### src/inc/vanc_pkg.sv
// package: register map, stream carriers, formats and helpers for the vanc insert control
package vanc_pkg;

  // ************************************************************
  // register map
  // ************************************************************
  localparam logic [7:0]  OFS_CTRL    = 8'h00;
  localparam logic [7:0]  OFS_WINDOW  = 8'h04;
  localparam logic [7:0]  OFS_SERVICE = 8'h08;
  localparam logic [7:0]  OFS_LENGTH  = 8'h0C;
  localparam logic [7:0]  OFS_LOAD    = 8'h10;
  localparam logic [7:0]  OFS_STATUS  = 8'h14;
  localparam logic [7:0]  OFS_LABEL   = 8'h18;

  // ctrl fields
  localparam int          CTRL_ACTIVE_BIT = 0;
  localparam int          CTRL_POL_LSB    = 1;
  localparam int          CTRL_PRIO_BIT   = 3;
  localparam int          CTRL_625_BIT    = 4;
  localparam int          CTRL_BD_LSB     = 5;
  // window, service, load fields
  localparam int          WIN_FIRST_LSB   = 0;
  localparam int          WIN_LAST_LSB    = 16;
  localparam int          SVC_DID_LSB     = 0;
  localparam int          SVC_SDID_LSB    = 8;
  localparam int          SVC_LINE_LSB    = 16;
  localparam int          LOAD_DATA_LSB   = 0;
  localparam int          LOAD_IDX_LSB    = 16;

  // insertion policies
  localparam logic [1:0]  POL_APPEND    = 2'h0;
  localparam logic [1:0]  POL_PREPEND   = 2'h1;
  localparam logic [1:0]  POL_OVERWRITE = 2'h2;

  // menu backdrop selections
  localparam logic [2:0]  BD_BLACK   = 3'h0;
  localparam logic [2:0]  BD_GREY    = 3'h1;
  localparam logic [2:0]  BD_WHITE   = 3'h2;
  localparam logic [2:0]  BD_BLUE    = 3'h3;
  localparam logic [2:0]  BD_OVERLAY = 3'h4;

  // reset values
  localparam logic [31:0] RST_CTRL    = 32'h0000_0001;
  localparam logic [10:0] RST_FIRST   = 11'h001;
  localparam logic [10:0] RST_LAST    = 11'h014;
  localparam logic [31:0] RST_SERVICE = 32'h0009_0000;

  // capture window ceilings
  localparam logic [10:0] WIN_LAST_PROG = 11'h019;
  localparam logic [10:0] WIN_LAST_STD  = 11'h014;

  // backdrop colours, 10-bit Y/Cb/Cr
  localparam logic [29:0] YCC_BLACK = {10'h040, 10'h200, 10'h200};
  localparam logic [29:0] YCC_GREY  = {10'h1F8, 10'h200, 10'h200};
  localparam logic [29:0] YCC_WHITE = {10'h3AC, 10'h200, 10'h200};
  localparam logic [29:0] YCC_BLUE  = {10'h0A6, 10'h3C0, 10'h1D6};

  typedef enum logic [3:0] {
    FMT_NONE, FMT_480I_5994, FMT_576I_50, FMT_720P_50, FMT_720P_5994,
    FMT_1080I_50, FMT_1080I_5994, FMT_1080P_2398, FMT_1080SF_2398
  } fmt_e;

  // one incoming stream beat
  typedef struct packed {
    logic        valid;
    logic        field_first;
    logic        line_last;
    logic        is_anc;
    logic        pkt_first;
    logic [10:0] line_num;
    logic [7:0]  did;
    logic [7:0]  sdid;
    logic [9:0]  data;
  } vid_beat_s;

  // one outgoing stream beat
  typedef struct packed {
    logic        valid;
    logic        line_last;
    logic        is_anc;
    logic        is_local;
    logic [10:0] line_num;
    logic [9:0]  data;
  } out_beat_s;

  // settings that are frozen per field
  typedef struct packed {
    logic        active;
    logic [1:0]  pol;
    logic        local_prio;
    logic [10:0] first;
    logic [10:0] last;
  } ins_cfg_s;

  // last line of the vertical interval for a format
  function automatic logic [10:0] vi_last_line(input fmt_e f);
    case (f)
      FMT_720P_50, FMT_720P_5994, FMT_1080SF_2398: vi_last_line = WIN_LAST_PROG;
      default:                                     vi_last_line = WIN_LAST_STD;
    endcase
  endfunction : vi_last_line

  function automatic logic is_sd(input fmt_e f);
    is_sd = (f == FMT_480I_5994) || (f == FMT_576I_50);
  endfunction : is_sd

endpackage : vanc_pkg

### src/logic/anc_dup_match.sv
// comparator: flags an incoming packet whose DID/SDID equals the local service
module anc_dup_match (
  // incoming packet identity
  input  wire logic       en_i,
  input  wire logic [7:0] did_i,
  input  wire logic [7:0] sdid_i,
  // local service identity
  input  wire logic [7:0] svc_did_i,
  input  wire logic [7:0] svc_sdid_i,
  // result
  output logic            match_o
);

  // both bytes must agree; a bare DID match is a different service
  always_comb begin
    match_o = en_i && (did_i == svc_did_i) && (sdid_i == svc_sdid_i);
  end

endmodule : anc_dup_match

### src/logic/menu_backdrop.sv
// menu raster and backdrop colour / key selection
module menu_backdrop
  import vanc_pkg::*;
(
  // clock and reset
  input  wire logic        core_clk_i,
  input  wire logic        rst_n_i,
  // settings and input format
  input  wire logic [2:0]  sel_i,
  input  wire logic        raster_625_i,
  input  wire fmt_e        fmt_i,
  // menu outputs
  output logic             key_o,
  output logic             raster_625_o,
  output logic [29:0]      colour_o
);

  logic        next_key;
  logic [29:0] next_colour;

  // overlay keys only over sd video; otherwise it falls back to black
  always_comb begin
    next_key    = 1'b0;
    next_colour = YCC_BLACK;
    case (sel_i)
      BD_GREY:    next_colour = YCC_GREY;
      BD_WHITE:   next_colour = YCC_WHITE;
      BD_BLUE:    next_colour = YCC_BLUE;
      BD_OVERLAY: next_key    = is_sd(fmt_i);
      default:    next_colour = YCC_BLACK;
    endcase
  end

  // registered so the menu renderer sees stable values
  always_ff @(posedge core_clk_i or negedge rst_n_i) begin
    if (!rst_n_i) begin
      key_o        <= 1'b0;
      raster_625_o <= 1'b0;
      colour_o     <= YCC_BLACK;
    end else begin
      key_o        <= next_key;
      raster_625_o <= raster_625_i;
      colour_o     <= next_colour;
    end
  end

endmodule : menu_backdrop

### src/logic/vanc_insert_mode_control.sv
// top: per-line ancillary packet merge, capture window and register port
module vanc_insert_mode_control
  import vanc_pkg::*;
#(
  parameter int BUF_DEPTH = 64,
  parameter int LOC_DEPTH = 32,
  parameter int LINE_CAP  = 96
) (
  // clock and reset
  input  wire logic        core_clk_i,
  input  wire logic        rst_n_i,
  // register port
  input  wire logic [7:0]  reg_addr_i,
  input  wire logic [31:0] reg_wdata_i,
  input  wire logic        reg_wr_i,
  input  wire logic        reg_rd_i,
  output logic [31:0]      reg_rdata_o,
  // incoming video
  input  wire vid_beat_s   in_beat_i,
  input  wire fmt_e        in_fmt_i,
  output logic             in_ready_o,
  // outgoing video
  output out_beat_s        out_beat_o,
  // captured packet words
  output logic             cap_valid_o,
  output logic [9:0]       cap_data_o,
  output logic [10:0]      cap_line_o,
  // menu look
  output logic             menu_key_o,
  output logic             menu_raster_standard_o,
  output logic [29:0]      menu_backdrop_colour_o
);

  localparam int BW = $clog2(BUF_DEPTH) + 1;
  localparam int LW = $clog2(LOC_DEPTH) + 1;
  localparam logic [BW:0] CAP_W = (BW + 1)'(LINE_CAP);
  localparam logic [BW-1:0] DEPTH_W = BW'(BUF_DEPTH);

  typedef enum logic [1:0] {S_FILL, S_EMIT_A, S_EMIT_B, S_MARK} state_e;

  // ************************************************************
  // register file
  // ************************************************************
  logic [31:0] ctrl, next_ctrl;
  logic [31:0] window, next_window;
  logic [31:0] service, next_service;
  logic [LW-1:0] loc_len, next_loc_len;
  logic [31:0] card_label, next_card_label;
  logic [31:0] next_rdata;
  logic        loc_we;
  logic [LW-2:0] loc_widx;
  logic [9:0]  loc_mem [LOC_DEPTH];
  logic [9:0]  buf_mem [BUF_DEPTH];

  logic        ovf, next_ovf;
  logic        match_seen, next_match_seen;
  logic [31:0] status_word;

  // register writes; reads of unmapped offsets return zero
  always_comb begin
    next_ctrl       = ctrl;
    next_window     = window;
    next_service    = service;
    next_loc_len    = loc_len;
    next_card_label = card_label;
    loc_we          = 1'b0;
    loc_widx        = reg_wdata_i[LOAD_IDX_LSB +: LW-1];
    next_rdata      = 32'h0000_0000;
    if (reg_wr_i) begin
      case (reg_addr_i)
        OFS_CTRL:    next_ctrl       = reg_wdata_i;
        OFS_WINDOW:  next_window     = reg_wdata_i;
        OFS_SERVICE: next_service    = reg_wdata_i;
        OFS_LENGTH:  next_loc_len    = reg_wdata_i[LW-1:0];
        OFS_LOAD:    loc_we          = 1'b1;
        OFS_LABEL:   next_card_label = reg_wdata_i;
        default:     loc_we          = 1'b0;
      endcase
    end
    if (reg_rd_i) begin
      case (reg_addr_i)
        OFS_CTRL:    next_rdata = ctrl;
        OFS_WINDOW:  next_rdata = window;
        OFS_SERVICE: next_rdata = service;
        OFS_LENGTH:  next_rdata = 32'(loc_len);
        OFS_STATUS:  next_rdata = status_word;
        OFS_LABEL:   next_rdata = card_label;
        default:     next_rdata = 32'h0000_0000;
      endcase
    end
  end

  always_ff @(posedge core_clk_i or negedge rst_n_i) begin
    if (!rst_n_i) begin
      ctrl        <= RST_CTRL;
      window      <= {5'h00, RST_LAST, 5'h00, RST_FIRST};
      service     <= RST_SERVICE;
      loc_len     <= '0;
      card_label  <= 32'h0000_0000;
      reg_rdata_o <= 32'h0000_0000;
    end else begin
      ctrl        <= next_ctrl;
      window      <= next_window;
      service     <= next_service;
      loc_len     <= next_loc_len;
      card_label  <= next_card_label;
      reg_rdata_o <= next_rdata;
    end
  end

  // local packet words; no reset needed, length gates their use
  always_ff @(posedge core_clk_i) begin
    if (loc_we) begin
      loc_mem[loc_widx] <= reg_wdata_i[LOAD_DATA_LSB +: 10];
    end
  end

  // ************************************************************
  // field-frozen settings
  // ************************************************************
  ins_cfg_s cfg, next_cfg, eff_cfg, reg_cfg;
  state_e   state, next_state;
  logic     take;

  assign reg_cfg = '{active:     ctrl[CTRL_ACTIVE_BIT],
                     pol:        ctrl[CTRL_POL_LSB +: 2],
                     local_prio: ctrl[CTRL_PRIO_BIT],
                     first:      window[WIN_FIRST_LSB +: 11],
                     last:       window[WIN_LAST_LSB +: 11]};

  assign in_ready_o = (state == S_FILL);
  assign take       = in_beat_i.valid && in_ready_o;

  // a field's first beat picks up the software view, so no line mixes settings
  always_comb begin
    next_cfg = cfg;
    eff_cfg  = cfg;
    if (take && in_beat_i.field_first) begin
      next_cfg = reg_cfg;
      eff_cfg  = reg_cfg;
    end
  end

  always_ff @(posedge core_clk_i or negedge rst_n_i) begin
    if (!rst_n_i) begin
      cfg <= '0;
    end else begin
      cfg <= next_cfg;
    end
  end

  // ************************************************************
  // capture window
  // ************************************************************
  logic [10:0] win_last;
  logic        next_cap_valid;

  // the end line is clamped to the vertical interval ceiling of the input format
  always_comb begin
    win_last = eff_cfg.last;
    if (win_last > vi_last_line(in_fmt_i)) begin
      win_last = vi_last_line(in_fmt_i);
    end
    next_cap_valid = take && in_beat_i.is_anc &&
                     (in_beat_i.line_num >= eff_cfg.first) &&
                     (in_beat_i.line_num <= win_last);
  end

  always_ff @(posedge core_clk_i or negedge rst_n_i) begin
    if (!rst_n_i) begin
      cap_valid_o <= 1'b0;
      cap_data_o  <= 10'h000;
      cap_line_o  <= 11'h000;
    end else begin
      cap_valid_o <= next_cap_valid;
      cap_data_o  <= in_beat_i.data;
      cap_line_o  <= in_beat_i.line_num;
    end
  end

  // ************************************************************
  // line merge
  // ************************************************************
  logic          ins_line, dup, keep_now, pkt_keep, next_pkt_keep;
  logic          buf_we;
  logic [BW-1:0] wr_cnt, next_wr_cnt, rd_ptr, next_rd_ptr;
  logic [BW-1:0] len_a, len_b, loc_eff;
  logic          a_local, next_a_local, loc_ok, next_loc_ok;
  logic [10:0]   line_num, next_line_num;
  out_beat_s     next_out;

  // insertion line: active, matching line number and a loaded local packet
  assign ins_line = eff_cfg.active && (loc_len != '0) &&
                    (in_beat_i.line_num == service[SVC_LINE_LSB +: 11]);

  anc_dup_match anc_dup_match_inst (
    .en_i       (in_beat_i.pkt_first && ins_line),
    .did_i      (in_beat_i.did),
    .sdid_i     (in_beat_i.sdid),
    .svc_did_i  (service[SVC_DID_LSB +: 8]),
    .svc_sdid_i (service[SVC_SDID_LSB +: 8]),
    .match_o    (dup)
  );

  // keep decision per packet, taken at its first word
  always_comb begin
    keep_now = pkt_keep;
    if (in_beat_i.pkt_first) begin
      if (!ins_line) begin
        keep_now = 1'b1;
      end else if (eff_cfg.pol == POL_OVERWRITE) begin
        keep_now = 1'b0;
      end else if (dup && eff_cfg.local_prio) begin
        keep_now = 1'b0;
      end else begin
        keep_now = 1'b1;
      end
    end
  end

  // second section is dropped whole if it would overflow the line space
  always_comb begin
    loc_eff = loc_ok ? BW'(loc_len) : '0;
    len_a   = a_local ? loc_eff : wr_cnt;
    len_b   = a_local ? wr_cnt : loc_eff;
    if (({1'b0, len_a} + {1'b0, len_b}) > CAP_W) begin
      len_b = '0;
    end
  end

  always_comb begin
    next_state      = state;
    next_wr_cnt     = wr_cnt;
    next_rd_ptr     = rd_ptr;
    next_pkt_keep   = pkt_keep;
    next_a_local    = a_local;
    next_loc_ok     = loc_ok;
    next_line_num   = line_num;
    next_match_seen = match_seen;
    next_ovf        = ovf;
    buf_we          = 1'b0;
    next_out        = '0;
    case (state)
      S_FILL: begin
        if (take && in_beat_i.is_anc) begin
          next_pkt_keep = keep_now;
          if (keep_now && (wr_cnt < DEPTH_W)) begin
            buf_we      = 1'b1;
            next_wr_cnt = wr_cnt + 1'b1;
          end else if (keep_now) begin
            next_ovf = 1'b1;
          end
        end
        if (take && dup) begin
          next_match_seen = 1'b1;
        end
        if (take && in_beat_i.line_last) begin
          next_line_num = in_beat_i.line_num;
          next_a_local  = (eff_cfg.pol == POL_PREPEND);
          // outside overwrite, upstream priority yields to a matching incoming packet
          next_loc_ok   = ins_line && !((eff_cfg.pol != POL_OVERWRITE) &&
                          !eff_cfg.local_prio && (next_match_seen || dup));
          next_rd_ptr   = '0;
          next_state    = S_EMIT_A;
        end
      end
      S_EMIT_A, S_EMIT_B: begin
        if (rd_ptr < ((state == S_EMIT_A) ? len_a : len_b)) begin
          next_out.valid    = 1'b1;
          next_out.is_anc   = 1'b1;
          next_out.line_num = line_num;
          next_out.is_local = (state == S_EMIT_A) == a_local;
          next_out.data     = next_out.is_local ? loc_mem[rd_ptr[LW-2:0]]
                                                : buf_mem[rd_ptr[BW-2:0]];
          next_rd_ptr       = rd_ptr + 1'b1;
        end else begin
          next_rd_ptr = '0;
          next_state  = (state == S_EMIT_A) ? S_EMIT_B : S_MARK;
        end
      end
      S_MARK: begin
        next_out.valid     = 1'b1;
        next_out.line_last = 1'b1;
        next_out.line_num  = line_num;
        next_wr_cnt        = '0;
        next_match_seen    = 1'b0;
        next_state         = S_FILL;
      end
      default: next_state = S_FILL;
    endcase
  end

  always_ff @(posedge core_clk_i or negedge rst_n_i) begin
    if (!rst_n_i) begin
      state      <= S_FILL;
      wr_cnt     <= '0;
      rd_ptr     <= '0;
      pkt_keep   <= 1'b1;
      a_local    <= 1'b0;
      loc_ok     <= 1'b0;
      line_num   <= 11'h000;
      match_seen <= 1'b0;
      ovf        <= 1'b0;
      out_beat_o <= '0;
    end else begin
      state      <= next_state;
      wr_cnt     <= next_wr_cnt;
      rd_ptr     <= next_rd_ptr;
      pkt_keep   <= next_pkt_keep;
      a_local    <= next_a_local;
      loc_ok     <= next_loc_ok;
      line_num   <= next_line_num;
      match_seen <= next_match_seen;
      ovf        <= next_ovf;
      out_beat_o <= next_out;
    end
  end

  // line buffer for incoming words that survive the keep decision
  always_ff @(posedge core_clk_i) begin
    if (buf_we) begin
      buf_mem[wr_cnt[BW-2:0]] <= in_beat_i.data;
    end
  end

  // status: overflow, match on the line being filled, local inserted, active field setting, format
  assign status_word = {24'h000000, in_fmt_i, cfg.active, loc_ok, match_seen, ovf};

  // ************************************************************
  // menu look
  // ************************************************************
  menu_backdrop menu_backdrop_inst (
    .core_clk_i   (core_clk_i),
    .rst_n_i      (rst_n_i),
    .sel_i        (ctrl[CTRL_BD_LSB +: 3]),
    .raster_625_i (ctrl[CTRL_625_BIT]),
    .fmt_i        (in_fmt_i),
    .key_o        (menu_key_o),
    .raster_625_o (menu_raster_standard_o),
    .colour_o     (menu_backdrop_colour_o)
  );

endmodule : vanc_insert_mode_control

### config.mk
export PLATFORM = sky130hd
export DESIGN_NAME = vanc_insert_mode_control
export DESIGN_NICKNAME = d
export VERILOG_FILES = /design/src/inc/vanc_pkg.sv /design/src/logic/anc_dup_match.sv /design/src/logic/menu_backdrop.sv /design/src/logic/vanc_insert_mode_control.sv
export SDC_FILE = /design/constraint.sdc
export NUM_CORES = 1
export LEC_CHECK = 0
export ABC_CLOCK_PERIOD_IN_PS = 6900
export BUFFER_PORTS_ARGS = -buffer_cell sky130_fd_sc_hd__buf_4
export CORE_UTILIZATION = 55
export DETAILED_ROUTE_END_ITERATION = 8
export PLACE_DENSITY_LB_ADDON = 0.05
export SETUP_SLACK_MARGIN = 0.15
export SYNTH_ARGS = -nofsm -noshare
export SYNTH_HDL_FRONTEND = slang
export SYNTH_HIERARCHICAL = 1
export SYNTH_SLANG_ARGS = --single-unit
### constraint.sdc
create_clock -name core_clk_i -period 6.9 [get_ports core_clk_i]
set_input_delay 0.69 -clock core_clk_i [delete_from_list [all_inputs] [get_ports core_clk_i]]
set_output_delay 0.69 -clock core_clk_i [all_outputs]
set_load 0.1 [all_outputs]
==> results by group <==
STA
  • Final hold violations: 0
  • Final setup vio count: 0
  • Fin crit period: about 6 ns
  • FMAX: 167 MHz
  • Rel. slew slack: 22.6%
  • RSZ-0062 raised after global routing: false
  • Final WS setup: 0.908 ns
  • Skew final: 0.0237 ns
  • Max Slew Vio Count: 0
  • Setup TNS: 0 ns
  • Period utilization: 86.8%
  • Worst-margin pin slew: 1.16 ns

Job
  • MaxCap Viol Count: 0

Clock tree
  • Post-cts hold buffer count: 0
  • CTS Sinks: 1,241
  • Post-CTS sizing: 0
  • CTS Buffer Depth: 3
  • Latest clock arrival within the worst-skew pair: between 0.7 and 0.8 ns
  • CTS tree: built
  • CTS buffer count: 131
  • Clock root buffer: clkbuf_16
  • H-tree Lvls: 4
  • Post-CTS setup buffer count: 0
  • Clock slew at reported path FFs: around 0.06 ns

Place
  • Routability cong.: 0.898
  • Port Buffers: 190
  • DP Wirelength: 72,300 um
  • Post-placement cell area: 52,400 um2
  • Place WS: 1.03 ns
  • Placed cells: 4,008

Logic synthesis
  • Ys flop type: edfxtp_1
  • Post-synthesis mux area share: 16.0%
  • Largest family of logic cells by synthesized area: multiplexers
  • Post-synth EDFFs: 960
  • Register bit total from synthesis: 1,241
  • Ranking of synthesized cells by area: edfxtp_1, dfrtp_1, mux4_2
  • Area leader, netlist: edfxtp_1
  • Avg Cell Area, Syn: about 18 um2
  • Synth Area in Adders: ~1.1%
  • Cells after Synth: 2,773
  • Compound-Gate Fraction of Synth Area: 4.53%
  • Post-Synth Simple-Gate Area: 4.01%
  • Count of different cell masters after synthesis: 73
  • Area share of xor/xnor cells in the synthesized design: 0.578%
  • Yosys top cell area share: 57.6%
  • Register area share after synthesis: 71.7%
  • Post-Syn Area: ~50,000 um2
  • Ys async rst share: 22.6%
  • Yosys Warn Count: 6

Layout
  • Most frequent cells in the layout: edfxtp_1, dfrtp_1, mux4_2, buf_4, mux2_2
  • Area added between synthesis and finish: 13.2%
  • Post-Layout Cell Count: around 4,200
  • Design area: approximately 57,000 um2
  • Commonest non-fill, non-tap cell in the layout: edfxtp_1
  • Nets: 3,099
  • Number of diodes: 0
  • Layout cells sized above 1: 26.5%

Route
  • Final ANT Viol Nets: 0
  • Starting DRT DRC Count: 2,517
  • DR WL/cell: 27.9 um
  • DRC Markers: 0
  • Post-DR vias/cell: 6.21
  • DR vias: ~26,000
  • DR pass1 iterations: 7
  • WL final: around 120,000 um

Global routing
  • GR Util met1: 40.1%
  • Grt met3 use: 4.98%
  • Global-route wire length before repair: 177,000 um
  • Initial antenna violation count: 1
  • Grt met2 use: 40.0%
  • Pin count of the biggest net entering global routing: 165
  • Vias in the first global route: 26,600
  • GRT Max-Usage Layer: met1
  • Gr ovfl total: 0
  • GRT Total Usage: 26.5%

Critical path
  • Crit Path Class: reg -> reg
  • Critical path peak fanout: 29
  • Crit start category: flop
  • CP arrival: 6.64 ns
  • WP data required: 7.55 ns
  • Critical Path Sink Type: flop

Floorplan
  • # rows: 110
  • Die Width: 304 um
  • Initial Util: 55.6%
  • I/O pin total: 202
  • Die height: roughly 300 um
  • Total die area: 92,100 um2
  • CORE AREA: 90,000 um2

Hold path
  • Min-delay worst type: in -> async

Run status
  • Status: completed

Power
  • Worst VDD drop: 0.302 mV
  • Leak: 19.9 nW
  • Pwr dens: 346 nW/um2
  • Design Power: 0.0196 W
-- layout make-up --
cell class	instances	area, um2
clock buffer	187	3780
clock inverter	47	429
fill	6295	33400
inverter	41	156
multi-input combinational	1335	13200
sequential	1241	35900
tap	1176	1470
timing repair buffer	215	1680
-- metal layers --
metal	up-vias	part of all wire, %
met2	966	47
li1	11400	-
met3	150	7.0
met5	-	0
met4	0	2.0
met1	13900	44
-- final timing paths --
check	startpoint	to	slack [ns]	cells after the start
max	a_local	out_beat_o[15]	0.91	21
min	rst_n_i	ctrl[14]	0.008	1
max reg2reg	a_local	out_beat_o[15]	0.91	21
min reg2reg	ctrl[4]	menu_backdrop_inst/raster_625_o	0.41	0
max in group asynchronous	rst_n_i	rd_ptr[2]	5.37	2
min in group core_clk_i	in_beat_i[26]	cap_line_o[0]	0.12	1
-- through the flow --
stage               utilization [%]  hold slack [ns]
floorplan                         -            0.369
global placement               58.2            0.385
detailed placement             58.2            0.398
CTS                            62.9           0.0194
global route                   62.9           0.0529
finish                         62.9          0.00841
-- critical path: stages, from the launching register on --
cell	delay (ns)
dfrtp_1	0.83
nand3_1	0.13
o21ai_0	0.13
ha_1	0.23
inv_1	0.07
fa_1	0.45
nand2b_1	0.16
a21oi_1	0.27
xnor2_1	0.20
a21oi_1	0.14
nand2_1	0.08
nand2_1	0.06
a221oi_1	0.55
o21ai_0	0.20
ha_1	0.33
a21o_1	0.18
a21o_1	0.19
a211oi_1	0.34
o31a_1	0.19
o21ba_1	0.44
a21oi_2	0.55
and2_1	0.20
-- logic make-up (layout without fill, tap and decap cells) --
group                      after synthesis  after routing
xor gates and xnor gates                33             33
buffers and inverters                  211            490
adders and majority gates               44             44
AOI/OAI and AO/OA                      332            332
DFF                                   1241           1241
and+or+nand+nor                        415            415
other                                    3             17
muxes                                  494            494
-- cells in the mapped netlist (3+ instances only) --
| master | instances |
|---|---|
| a211oi_1 | 44 |
| a21o_1 | 11 |
| a21oi_1 | 80 |
| a222oi_1 | 24 |
| a22o_1 | 3 |
| a22oi_1 | 33 |
| a311oi_1 | 22 |
| a31oi_1 | 10 |
| and2_1 | 14 |
| buf_1 | 21 |
| buf_2 | 39 |
| buf_4 | 44 |
| clkbuf_1 | 65 |
| conb_1 | 3 |
| dfrtp_1 | 272 |
| dfstp_2 | 9 |
| edfxtp_1 | 960 |
| ha_1 | 43 |
| inv_1 | 40 |
| mux2_1 | 3 |
| mux2_2 | 160 |
| mux2i_1 | 103 |
| mux4_2 | 228 |
| nand2_1 | 88 |
| nand2b_1 | 15 |
| nand3_1 | 33 |
| nand3b_1 | 9 |
| nand4_1 | 12 |
| nor2_1 | 143 |
| nor2b_1 | 46 |
| nor3_1 | 24 |
| nor4_1 | 10 |
| o21a_1 | 4 |
| o21ai_0 | 54 |
| o22ai_1 | 15 |
| o31ai_1 | 7 |
| or2_2 | 3 |
| or3_1 | 6 |
| xnor2_1 | 15 |
| xor2_1 | 18 |
-- state kept, by name, indices dropped and copies added (netlist names), 6 cells and up --
signal and cells:
buf_mem 640, cap_data_o 10, loc_len 6, out_beat_o 25
ctrl 32, cfg 26, cap_line_o 11, line_num 11
menu_backdrop_inst/colour_o 8, card_label 32, rd_ptr 7, loc_mem 320
service 32, window 32, reg_rdata_o 32, wr_cnt 7
-- power by group --
| group | internal, W | total, W | switching, W |
|---|---|---|---|
| logic | 0.00156 | 0.00416 | 0.00259 |
| registers | 0.00827 | 0.00854 | 0.000267 |
| clock network | 0.00410 | 0.00687 | 0.00277 |
| total | 0.0139 | 0.0196 | 0.00563 |
Note: power is estimated with default switching activity, not from simulation.
